==> src/verilog/wat_pkg.sv <==
// Package with register map, field layouts, reset values and carrier types.
package wat_pkg;
  localparam logic [7:0] ADDR_MODE = 8'h00;
  localparam logic [7:0] ADDR_STATUS = 8'h04;
  localparam logic [7:0] ADDR_CKPER = 8'h08;
  localparam logic [7:0] ADDR_LAT = 8'h0c;
  localparam int MODE_TRAIN = 0;
  localparam int MODE_INV01 = 1;
  localparam int MODE_INV23 = 2;
  localparam int MODE_AUTOSYNC = 3;
  localparam int MODE_STOP_PD = 4;
  localparam int MODE_NO_REF_TRAIN = 5;
  localparam int MODE_PIN = 6;
  localparam int MODE_RD_INV = 7;
  localparam int MODE_WR_INV = 8;
  localparam int MODE_RD_CHK = 9;
  localparam int MODE_WR_CHK = 10;
  localparam logic [10:0] MODE_RESET = 11'h000;
  localparam logic [3:0] LAT_RESET = 4'h4;
  localparam logic [3:0] EDC_HOLD = 4'hf;
  localparam int WCK_STOP_CYCLES = 8;
  localparam int CK_PERIOD_MIN_CYCLES = 10;

  typedef struct packed {
    logic act;
    logic pre;
    logic ref_cmd;
    logic pde;
    logic pdx;
    logic sre;
    logic rd;
    logic fifo_load;
    logic train_read;
  } wat_cmd_t;

  typedef struct packed {
    logic wr_chk;
    logic rd_chk;
    logic wr_inv;
    logic rd_inv;
    logic pin_mode;
    logic no_ref_train;
    logic stop_pd;
    logic autosync;
    logic inv23;
    logic inv01;
    logic train;
  } wat_mode_t;
endpackage

==> src/verilog/wat_divider.sv <==
// WCK pin synchroniser and divide-by-2 circuit with stop detection.
`timescale 1ns/1ns
module wat_divider #(
  parameter int STOP_CYCLES = 8
) (
  input wire logic i_mclk,
  input wire logic i_rst_n,
  input wire logic i_wck,
  input wire logic i_reset_div,
  output logic o_div,
  output logic o_stopped
);
  logic meta_q;
  logic sync_q;
  logic prev_q;
  logic [7:0] idle_q;

  always_ff @(posedge i_mclk or negedge i_rst_n) begin
    if (!i_rst_n) begin
      meta_q <= 1'b0;
      sync_q <= 1'b0;
      prev_q <= 1'b0;
    end else begin
      meta_q <= i_wck;
      sync_q <= meta_q;
      prev_q <= sync_q;
    end
  end

  always_ff @(posedge i_mclk or negedge i_rst_n) begin
    if (!i_rst_n) begin
      idle_q <= 8'h00;
    end else if (sync_q != prev_q) begin
      idle_q <= 8'h00;
    end else if (idle_q != 8'(STOP_CYCLES)) begin
      idle_q <= idle_q + 8'h01;
    end
  end

  assign o_stopped = (idle_q == 8'(STOP_CYCLES));

  // Held in reset while stopped; the first edge after restart falls inside the reset, so both toggle in phase from the second edge.
  always_ff @(posedge i_mclk or negedge i_rst_n) begin
    if (!i_rst_n) begin
      o_div <= 1'b0;
    end else if (i_reset_div) begin
      o_div <= 1'b0; // [RQ9]
    end else if (sync_q && !prev_q) begin
      o_div <= ~o_div;
    end
  end
endmodule

==> src/verilog/wat_top.sv <==
// WCK-to-CK alignment and read-training support logic of the memory device.
// Contract
// (RQ1) After power-down exit with auto-sync, controller briefly issues training command.
// (RQ2) After power-down exit, controller waits exit delay, or PLL lock time.
// (RQ3) Auto-sync works in normal and pin modes, only up to a maximum frequency.
// (RQ4) Phase search needed at 2Gbps and above; below only if dividers aligned.
// (RQ5) Controller using WCK stop for divider setup leaves auto-sync cleared.
// (RQ6) Without clock stop, controller enables training, sweeps phase, flips a divider.
// (RQ7) Controller resets PLL, waits lock, exits training aligned, waits delay.
// (RQ8) With clock stop, controller parks WCK, waits, enables training, restarts cleanly.
// (RQ9) Training enabled while WCK stopped resets both dividers, keeping them in phase.
// (RQ10) Latencies count on CK; WCK offset shows as a latency shift.
// (RQ11) Unshared WCK: controller sets each phase to its ideal point.
// (RQ12) Shared WCK: controller uses midpoint within synchronisation tolerance.
// (RQ13) Shared chip select: soft select bits direct divider inversion to one device.
// (RQ14) Read training needs open bank or refresh enabling, alignment done, PLL locked.
// (RQ15) Refresh-enabled WCK tree ends on activate, power-down or self refresh.
// (RQ16) Inversion and check enables must be set throughout read training.
// (RQ17) FIFO load and training read never touch the array; no mode entry needed.
// (RQ18) Controller allows 10 ns from activate to FIFO load or training read.
// (RQ19) Controller allows 10 ns from refresh to training read or write.
// (RQ20) Training reads 2 CK apart; FIFO loads 4 CK apart.
// (RQ21) After FIFO load to position 111, next load waits 4 CK.
// (RQ22) FIFO load to last position then training read needs 4 CK.
// (RQ23) Read or training read then FIFO load needs 4 CK.
// (RQ24) Mode bit train set enters alignment training, cleared leaves it.
// (RQ25) Each CK edge, early divided WCK drives 1111 on EDC, late drives 0000. The code updates one EDC bit per pair, on CK rising edges only.
// (RQ26) Two mode bits invert the divider of each WCK pair.
// (RQ27) Auto-sync acts only with stop-in-power-down set and WCK stopped.
// (RQ28) Controller counts waits in whole CK cycles, rounding up.
`timescale 1ns/1ns
module wat_top #(
  parameter int STOP_CYCLES = wat_pkg::WCK_STOP_CYCLES,
  parameter int CK_PERIOD_MIN = wat_pkg::CK_PERIOD_MIN_CYCLES
) (
  input wire logic i_mclk,
  input wire logic i_reset_n,
  input wire logic i_psel,
  input wire logic i_penable,
  input wire logic i_pwrite,
  input wire logic [7:0] i_paddr,
  input wire logic [31:0] i_pwdata,
  output logic [31:0] o_prdata,
  output logic o_pready,
  output logic o_pslverr,
  input wire logic i_ck,
  input wire logic i_wck01,
  input wire logic i_wck23,
  input wire wat_pkg::wat_cmd_t i_cmd,
  output logic o_edc0,
  output logic o_edc2,
  output logic o_array_access,
  output logic o_rd_data_start,
  output logic o_wck_tree_en
);
  logic rst_meta_q;
  logic rst_n;
  logic [2:0] ck_sync_q;
  wat_pkg::wat_cmd_t cmd_meta_q;
  wat_pkg::wat_cmd_t cmd_q;
  wat_pkg::wat_mode_t mode_q;
  logic [3:0] lat_q;
  logic [15:0] ck_per_q;
  logic [15:0] ck_cnt_q;
  logic ck_rise;
  logic [1:0] div;
  logic [1:0] stopped;
  logic [1:0] inv;
  logic [1:0] early_q;
  logic in_pd_q;
  logic bank_open_q;
  logic ref_tree_q;
  logic autosync_ok;
  logic reset_div;
  logic [3:0] lat_cnt_q;
  logic lat_run_q;
  logic setup;
  logic access;

  always_ff @(posedge i_mclk or negedge i_reset_n) begin
    if (!i_reset_n) begin
      rst_meta_q <= 1'b0;
      rst_n <= 1'b0;
    end else begin
      rst_meta_q <= 1'b1;
      rst_n <= rst_meta_q;
    end
  end

  // CK and commands cross from the pins; commands are taken only on a CK rising edge.
  always_ff @(posedge i_mclk or negedge rst_n) begin
    if (!rst_n) begin
      ck_sync_q <= 3'h0;
      cmd_meta_q <= '0;
      cmd_q <= '0;
    end else begin
      ck_sync_q <= {ck_sync_q[1:0], i_ck};
      cmd_meta_q <= i_cmd;
      cmd_q <= cmd_meta_q;
    end
  end

  assign ck_rise = ck_sync_q[1] && !ck_sync_q[2];

  // CK period in mclk cycles, used to judge the auto-sync frequency limit.
  always_ff @(posedge i_mclk or negedge rst_n) begin
    if (!rst_n) begin
      ck_cnt_q <= 16'h0000;
      ck_per_q <= 16'h0000;
    end else if (ck_rise) begin
      ck_cnt_q <= 16'h0001;
      ck_per_q <= ck_cnt_q;
    end else if (ck_cnt_q != 16'hffff) begin
      ck_cnt_q <= ck_cnt_q + 16'h0001;
    end
  end

  assign autosync_ok = (ck_per_q >= 16'(CK_PERIOD_MIN)); // [RQ3]
  assign inv = {mode_q.inv23, mode_q.inv01}; // [RQ26]
  // Dividers reset when training is enabled with WCK parked, or on auto-sync in power-down.
  assign reset_div = (mode_q.train && (&stopped)) // [RQ9] [RQ24]
    || (mode_q.autosync && mode_q.stop_pd && in_pd_q && (&stopped) && autosync_ok); // [RQ27]

  for (genvar g = 0; g < 2; g++) begin : g_div
    wat_divider #(
      .STOP_CYCLES(STOP_CYCLES)
    ) u_div (
      .i_mclk(i_mclk),
      .i_rst_n(rst_n),
      .i_wck(g == 0 ? i_wck01 : i_wck23),
      .i_reset_div(reset_div),
      .o_div(div[g]),
      .o_stopped(stopped[g])
    );
  end

  // Phase detector: divided WCK sampled once per CK; high means early.
  always_ff @(posedge i_mclk or negedge rst_n) begin
    if (!rst_n) begin
      early_q <= 2'b00;
      o_edc0 <= 1'b1;
      o_edc2 <= 1'b1;
    end else if (!mode_q.train) begin
      o_edc0 <= wat_pkg::EDC_HOLD[0];
      o_edc2 <= wat_pkg::EDC_HOLD[0];
    end else if (ck_rise) begin
      early_q <= div ^ inv; // [RQ26]
      o_edc0 <= (div[0] ^ inv[0]) ? wat_pkg::EDC_HOLD[0] : ~wat_pkg::EDC_HOLD[0]; // [RQ25]
      o_edc2 <= (div[1] ^ inv[1]) ? wat_pkg::EDC_HOLD[0] : ~wat_pkg::EDC_HOLD[0]; // [RQ25]
    end
  end

  // Bank, power-down and refresh-enabled WCK tree tracking.
  always_ff @(posedge i_mclk or negedge rst_n) begin
    if (!rst_n) begin
      bank_open_q <= 1'b0;
      ref_tree_q <= 1'b0;
      in_pd_q <= 1'b0;
      o_wck_tree_en <= 1'b0;
    end else begin
      if (ck_rise) begin
        if (cmd_q.act) begin
          bank_open_q <= 1'b1;
        end else if (cmd_q.pre) begin
          bank_open_q <= 1'b0;
        end
        if (cmd_q.act || cmd_q.pde || cmd_q.sre) begin
          ref_tree_q <= 1'b0; // [RQ15]
        end else if (cmd_q.ref_cmd && !mode_q.no_ref_train) begin
          ref_tree_q <= 1'b1;
        end
        if (cmd_q.pde || cmd_q.sre) begin
          in_pd_q <= 1'b1;
        end else if (cmd_q.pdx) begin
          in_pd_q <= 1'b0;
        end
      end
      o_wck_tree_en <= bank_open_q || ref_tree_q;
    end
  end

  // Only normal reads touch the array; training commands use the read FIFO.
  // Read latency is counted in CK edges, so any WCK offset shifts the data.
  always_ff @(posedge i_mclk or negedge rst_n) begin
    if (!rst_n) begin
      o_array_access <= 1'b0;
      o_rd_data_start <= 1'b0;
      lat_cnt_q <= 4'h0;
      lat_run_q <= 1'b0;
    end else begin
      o_array_access <= ck_rise && cmd_q.rd; // [RQ17]
      o_rd_data_start <= 1'b0;
      if (ck_rise) begin
        if (cmd_q.rd || cmd_q.train_read) begin
          lat_run_q <= 1'b1;
          lat_cnt_q <= lat_q; // [RQ10]
        end else if (lat_run_q) begin
          if (lat_cnt_q <= 4'h1) begin
            lat_run_q <= 1'b0;
            o_rd_data_start <= 1'b1; // [RQ10]
          end else begin
            lat_cnt_q <= lat_cnt_q - 4'h1;
          end
        end
      end
    end
  end

  // APB slave: one wait state, unmapped addresses answer with pslverr.
  assign setup = i_psel && !i_penable;
  assign access = i_psel && i_penable && !o_pready;

  always_ff @(posedge i_mclk or negedge rst_n) begin
    if (!rst_n) begin
      o_pready <= 1'b0;
      o_pslverr <= 1'b0;
      o_prdata <= 32'h0000_0000;
      mode_q <= wat_pkg::MODE_RESET;
      lat_q <= wat_pkg::LAT_RESET;
    end else begin
      o_pready <= access;
      o_pslverr <= 1'b0;
      if (access) begin
        o_prdata <= 32'h0000_0000;
        unique case (i_paddr)
          wat_pkg::ADDR_MODE: begin
            if (i_pwrite) begin
              mode_q <= i_pwdata[10:0]; // [RQ24]
            end
            o_prdata <= {21'h000000, mode_q};
          end
          wat_pkg::ADDR_STATUS: begin
            o_prdata <= {24'h000000, autosync_ok, in_pd_q, ref_tree_q, bank_open_q,
                         stopped, early_q};
          end
          wat_pkg::ADDR_CKPER: begin
            o_prdata <= {16'h0000, ck_per_q};
          end
          wat_pkg::ADDR_LAT: begin
            if (i_pwrite) begin
              lat_q <= i_pwdata[3:0];
            end
            o_prdata <= {28'h0000000, lat_q};
          end
          default: begin
            o_pslverr <= 1'b1;
          end
        endcase
      end
      if (setup) begin
        o_pready <= 1'b0;
      end
    end
  end
endmodule

==> config.mk <==
export PLATFORM = sky130hd
export DESIGN_NAME = wat_top
export DESIGN_NICKNAME = d
export VERILOG_FILES = /design/src/verilog/wat_pkg.sv /design/src/verilog/wat_divider.sv /design/src/verilog/wat_top.sv
export SDC_FILE = /design/constraint.sdc
export NUM_CORES = 1
export LEC_CHECK = 0
export BUFFER_PORTS_ARGS = -buffer_cell sky130_fd_sc_hd__buf_2
export CAP_MARGIN = 10
export CORE_MARGIN = 2
export CORE_UTILIZATION = 40
export DETAILED_ROUTE_END_ITERATION = 8
export PLACE_DENSITY_LB_ADDON = 0.05
export SLEW_MARGIN = 20
export SYNTH_ARGS = -nofsm -noshare
export SYNTH_HDL_FRONTEND = slang
export SYNTH_SLANG_ARGS = --single-unit
==> constraint.sdc <==
create_clock -name i_mclk -period 4.6 [get_ports i_mclk]
set_input_delay 0.23 -clock i_mclk [delete_from_list [all_inputs] [get_ports i_mclk]]
set_output_delay 0.23 -clock i_mclk [all_outputs]
set_load 0.005 [all_outputs]
==> results of run 1 <==
## critical path: stages (launching register included)
cell and delay [ns]:
dfrtp_1 0.37, nand3b_1 0.67, nor4_4 0.42, buf_4 0.23, nand3_2 0.37, mux2_4 0.43
## worst max path at each step
stage               slack, ns           to  cells after the start     start
floorplan                0.86  bank_open_q                      0     rst_n
global placement         2.04   mode_q[10]                      5  o_pready
detailed placement       2.00       inv[0]                      5  o_pready
CTS                      1.99    mode_q[8]                      5  o_pready
global route             1.79    mode_q[7]                      5  o_pready
finish                   1.99    mode_q[8]                      5  o_pready
## layout make-up
| type | instances | area [sq um] | area share, % |
|---|---|---|---|
| tap | 176 | 220.2 | 3.372 |
| clock inverter | 1 | 5.005 | 0.07663 |
| multi-input combinational | 329 | 2156 | 33.01 |
| inverter | 14 | 52.55 | 0.8046 |
| sequential | 125 | 3136 | 48.01 |
| antenna | 1 | 2.502 | 0.03831 |
| clock buffer | 28 | 516.7 | 7.912 |
| timing repair buffer | 74 | 442.9 | 6.782 |
## layout by cell type, fill, tap and decap left out, types with 10 or more instances in the layout
cell	count
nor2_1	16
buf_2	57
mux2i_1	17
clkbuf_16	17
nand2_1	67
conb_1	17
dlygate4sd3_1	12
dfrtp_1	121
mux2_4	10
and2_1	13
inv_1	14
nand3_1	19
a21oi_1	18
xnor2_1	15
o21ai_0	25
## state kept, by name, indices dropped and copies added (netlist names), 3 cells and up
signal,count
lat_q,4
cmd_q,8
g_div.u_div.idle_q,16
ck_sync_q,3
cmd_meta_q,8
lat_cnt_q,4
o_prdata,16
ck_cnt_q,16
ck_per_q,16
mode_q,9
## cell families after synthesis
kind of cell             share of synthesized area [%]
flip-flops                                       57.29
AND/OR/NAND/NOR                                  16.91
AO/OA/AOI/OAI                                    8.607
multiplexers                                     7.919
buffers and inverters                            4.349
other                                           0.1374
adder cells (fa/ha/maj)                          2.060
XOR/XNOR                                         2.724
## cells in the mapped netlist (2+ instances only)
cell	number	share of area (%)
or3_1	8	0.92
dfstp_2	3	1.4
a31oi_1	6	0.69
clkbuf_1	11	0.76
buf_1	2	0.14
mux2i_1	17	3.1
nor2b_1	5	0.57
o21ai_0	25	2.3
xnor2_1	15	2.4
ha_1	9	2.1
and3_1	5	0.57
a21oi_1	18	1.6
inv_1	14	0.96
nand2b_1	4	0.46
nor3_1	6	0.55
a2bb2oi_1	2	0.32
nand3b_1	2	0.27
nand4_1	5	0.57
dfrtp_1	122	56
mux2_2	6	1.2
xor2_1	2	0.32
nand3_1	19	1.7
a22o_1	9	1.4
and4_1	4	0.64
mux2_4	10	2.7
mux4_2	2	0.82
and2_1	13	1.5
nor2_1	16	1.1
o31ai_1	3	0.41
nor4_1	8	0.92
nand2_1	67	4.6
o211ai_1	3	0.41
conb_1	2	0.14
nor3b_1	2	0.27
buf_4	16	2.2
## routing by layer
metal / track usage (%) / vias up / wire (um)
met2: 25.35 / 106 / 5013
met1: 22.99 / 1808 / 5540
met5: 0 / - / 0
met3: 4.370 / 16 / 586
li1: - / 1820 / -
met4: 6.323 / 0 / 188
## power by group
part           switching [mW]  internal [mW]
clock                   0.430          0.750
combinational           0.131          0.109
sequential             0.0817           1.18
total                   0.643           2.04
## metrics by stage
step           util (%)  instance area (sq um)
4_1_cts           49.11                   6529
3_5_place_dp      44.28                   5887
5_1_grt           49.11                   6529
3_3_place_gp      44.28                   5887
2_1_floorplan         -                   5523
6_report          49.12                   6531
==> metrics, run 1 <==
PostCTS Resize Cnt=0; maximum clock frequency=383.4 MHz; power density relative to cell area=410.4 mW/mm^2; vias in the first global route=3751; final worst setup slack=1.992 ns; average vias per placed instance=5.013; CTS tree=yes; count of input and output buffers=57; residual DRC count=0; Worst Path Class, Setup=reg -> reg; period utilisation layout=56.70%; height of the chip=120.9 um; count of max-cap constraint violations=0; Final Critical Period=2.608 ns; clock sink total=125; CP Data Arrival Time=2.90 ns; Antenna Violating Nets Remaining=0; number of placement rows=42; sort of element at the end of the critical path=flip-flop; final wirelength=11330 um; number of design-rule violations left by the first detailed-router iteration=196; Pleak=3.120 nW; Num CTS Buffers=17; # hold bufs at CTS=12; synthesis-to-finish area growth=19.48%; drt wl/cell=15.14 um; total power consumption of the routed design=2.680 mW; element type at the critical path start=flip-flop; Worst-Margin Slew=0.8764 ns; worst hold-check path type=in -> reg; estimated wirelength of the detail-placed design=7786 um; Layout Cells excl Fill=748; Net count, final=627; global-route usage over all layers=16.71%; final weighted congestion in routability-driven placement=0.7715; largest net degree at the start of global routing=59; Longest Clk Path Bufs=2; Core Area=0.01330 sq mm; Die Span X=120.9 um; antenna violations before repair=0; first-pass GRT wire length=18760 um; mean post-synth cell area=11.29 sq um; number of buffers added for setup after CTS=0; Most used DFF post-synth=dfrtp_1; Crit Reg-Reg Endpoint=mode_q[8]; Hold Path Stages=2; sequential share of the synthesized area=57.29%; Synth cell types=58; count of mapped cells out of synthesis=484; number of enable flip-flop cells after synthesis=0; total gr overflow=0; worst hold slack after final layout=0.06127 ns; vias after detailed routing=3750; largest fanout on the critical path=20; synthesized area=0.005466 sq mm; ports placed on the boundary=96; Max rail drop VDD=0.2388 mV; post-synthesis sequential element count=125; Final Slew Violations=0; Clk Latency, worst-skew pair=0.41 ns; post-placement worst setup slack=2.005 ns; cells on worst reg2reg path=5; hold worst-path end=mode_q[9]; proportion of register bits with asynchronous set or reset after synthesis=100.0%; full die area=0.01462 sq mm; ratio of cells with drive above 1 in the final layout=20.32%; cell at the root of the clock tree=clkbuf_16; Setup Total Neg Slack=0 ns; # placed instances=706; Critical R2R Launch=o_pready; final count of negative-setup-slack endpoints=0; total of fill cells in the finished design=1232; Final Hold Vio Count=0; starting utilization of the core area=41.12%; required time of the critical path=4.89 ns; unrepaired setup endpoints after global routing=false; Slew Limit Headroom=41.40%; final worst clock skew=0.005557 ns; warnings from Yosys=0; Reg clk slew, reported paths=0.05 ns; maximum level of the CTS H-tree=4; outcome=completed; reg-to-reg slack, setup=1.99 ns; TritonRoute pass-1 iters=5; Hold Path Origin=i_pwdata[9]
(Power assumes the default switching activity.)
==> run 2, diff against run 1 <==
- clock period: 4.6 -> 2.2 ns (I/O delays scaled with it)
==> run 2 against run 1 <==
Via count up 2.7%. Setup slack worse by 1.6 ns. Global-route usage increased by 0.87 points. Register-to-register slack got worse by 1.6 ns. Critical path type unchanged. Critical endpoint is now g_div[0].u_div.o_div. Largest power group is now clock.
==> metrics, run 2 (synthesized netlist as in run 1, its figures left out) <==
total gr overflow=0 (unchanged); Final Critical Period=1.794 ns (was 2.608 ns); drt wl/cell=15.20 um (was 15.14 um); count of max-cap constraint violations=0 (unchanged); estimated wirelength of the detail-placed design=8007 um (was 7786 um); full die area=0.01462 sq mm (unchanged); element type at the critical path start=flip-flop (unchanged); number of design-rule violations left by the first detailed-router iteration=198 (was 196); worst hold-check path type=in -> reg (unchanged); met1 GRT Util=24.88% (was 22.99%); final weighted congestion in routability-driven placement=0.7929 (was 0.7715); share of total power consumed by net switching=24.16% (was 23.99%); Clock power frac=45.7% (was 44.0%); Die Span X=120.9 um (unchanged); first-pass GRT wire length=19740 um (was 18760 um); total inserted antenna cells=0 (was 1); Worst-Margin Slew=0.5705 ns (was 0.8764 ns); Worst Path Class, Setup=reg -> reg (unchanged); M2 GR Usage=26.02% (was 25.35%); number of placement rows=42 (unchanged); # placed instances=711 (was 706); PostCTS Resize Cnt=0 (unchanged); Max rail drop VDD=0.5718 mV (was 0.2388 mV); final wirelength=11660 um (was 11330 um); maximum level of the CTS H-tree=4 (unchanged); met3 track demand over resource=4.605% (was 4.370%); starting utilization of the core area=41.12% (unchanged); Net count, final=644 (was 627); leading cell types in the layout, fill and taps excluded=121 x dfrtp_1, 67 x nand2_1, 57 x buf_2 (unchanged); largest fanout on the critical path=3 (was 20); Layout Cells excl Fill=767 (was 748); residual DRC count=0 (unchanged); Num CTS Buffers=17 (unchanged); Slew Limit Headroom=61.79% (was 41.40%); synthesis-to-finish area growth=23.55% (was 19.48%); Setup Total Neg Slack=0 ns (unchanged); kind of cell adding the most delay to the critical path=simple AND/OR/NAND/NOR gates (unchanged); sort of element at the end of the critical path=flip-flop (unchanged); Clk Latency, worst-skew pair=0.41 ns (about the same); Longest Clk Path Bufs=2 (unchanged); most frequent standard cell in the layout excluding fill and tap cells=dfrtp_1 (unchanged); final worst clock skew=0.01366 ns (was 0.005557 ns); power density relative to cell area=864.2 mW/mm^2 (was 410.4 mW/mm^2); CP bufs+invs=1 (unchanged); maximum clock frequency=557.5 MHz (was 383.4 MHz); Final Hold Vio Count=0 (unchanged); stage delay of the slowest cell on the critical path=0.51 ns (was 0.67 ns); required time of the critical path=2.47 ns (was 4.89 ns); global-route layer with the greatest usage=met2 (unchanged); clock sink total=125 (unchanged); Crit-path slowest cell=a2111oi_0 (was nand3b_1); worst hold slack after final layout=0.04230 ns (was 0.06127 ns); critical path, cell by cell=inv_1 > ha_1 > nor4b_1 > nand3_1 > a2111oi_0 > nor2_1 (was nand3b_1 > nor4_4 > buf_4 > nand3_2 > mux2_4); outcome=completed (unchanged); global-route usage over all layers=17.58% (was 16.71%); ports placed on the boundary=96 (unchanged); vias in the first global route=3891 (was 3751); Sw Pwr=1.410 mW (was 642.9 uW); antenna violations before repair=0 (unchanged); average vias per placed instance=5.020 (was 5.013); total power consumption of the routed design=5.837 mW (was 2.680 mW); Final Slew Violations=0 (unchanged); TritonRoute pass-1 iters=4 (was 5); Comb pwr share=9.0% (about the same); count of input and output buffers=57 (unchanged); Pleak=3.223 nW (was 3.120 nW); ratio of cells with drive above 1 in the final layout=21.15% (was 20.32%); Core Area=0.01330 sq mm (unchanged); cell at the root of the clock tree=clkbuf_16 (unchanged); height of the chip=120.9 um (unchanged); vias after detailed routing=3850 (was 3750); CTS tree=yes (unchanged); unrepaired setup endpoints after global routing=false (unchanged); Reg clk slew, reported paths=0.05 ns (about the same); portion of total power attributed to sequential cells=45.3% (was 47.0%); CP Data Arrival Time=2.06 ns (was 2.90 ns); Pint=4.427 mW (was 2.037 mW); largest net degree at the start of global routing=48 (was 59); period utilisation layout=81.53% (was 56.70%); final count of negative-setup-slack endpoints=0 (unchanged); Antenna Violating Nets Remaining=0 (unchanged)
[run 2: cell types whose count changed in the layout (fill, tap and decap cells not counted), sizes merged]
cell / change
clkbuf: -4
buf: +5
diode: -1
clkinv: +4
dlygate4sd3: +12
bufinv: +2
clkinvlp: +1
[run 2: tightest hold or removal path, delay by kind of cell]
kind / cells / cell delay [ns]
AND/OR/NAND/NOR: 2 / 0.18
buffers and inverters: 1 / 0.12
[run 2: power by group through the flow]
stage | Clock (mW) | Sequential [mW] | Combinational (mW)
after floorplan | 0 | 2.64 | 0.354
after global placement | 0 | 2.68 | 0.490
after detailed placement | 0 | 2.69 | 0.499
after CTS | 2.73 | 2.65 | 0.535
after global routing | 2.84 | 2.67 | 0.609
final | 2.67 | 2.64 | 0.526
[run 2: routing by layer]
metal	vias to the layer above	wire [um]	share of wire, %
li1	1858	-	-
met1	1887	5720	49
met2	94	5290	45
met3	11	560	4.8
met4	0	88	0.75
met5	-	0	0
[run 2: layout make-up]
| type | instances | area, sq um |
|---|---|---|
| Multi-Input combinational cell | 329 | 2156 |
| Sequential cell | 125 | 3136 |
| Timing Repair Buffer | 91 | 625.6 |
| Clock buffer | 24 | 471.7 |
| Clock inverter | 8 | 92.59 |
| Tap cell | 176 | 220.2 |
| Inverter | 14 | 52.55 |
| Fill cell | 1228 | 6541 |
[run 2: worst paths after layout]
path / start / end / slack [ns] / cells past startpoint
max: g_div[0].u_div.idle_q[0] / g_div[0].u_div.o_div / 0.41 / 6
min: i_paddr[0] / o_pslverr / 0.04 / 3
max reg2reg: g_div[0].u_div.idle_q[0] / g_div[0].u_div.o_div / 0.41 / 6
min reg2reg: rst_n / g_div[1].u_div.meta_q / 0.31 / 0
max in group asynchronous: rst_n / o_edc0 / 1.20 / 1
min in group asynchronous: rst_n / g_div[1].u_div.meta_q / 0.31 / 0
[run 2: what timing repair did]
| action | in CTS | in global routing |
|---|---|---|
| hold buffers | 24 | 0 |
| setup buffers | 0 | 0 |
| hold endpoints to repair | 28 | 0 |
[run 2: through the flow]
stage / setup WS (ns) / util [%] / instance area (sq um)
after CTS: 0.4122 / 50.80 / 6754
after global routing: 0.1601 / 50.80 / 6754
after global placement: 0.3970 / 44.75 / 5949
final: 0.4064 / 50.80 / 6754
after floorplan: 0.1195 / - / 5524
after detailed placement: 0.4027 / 44.75 / 5949
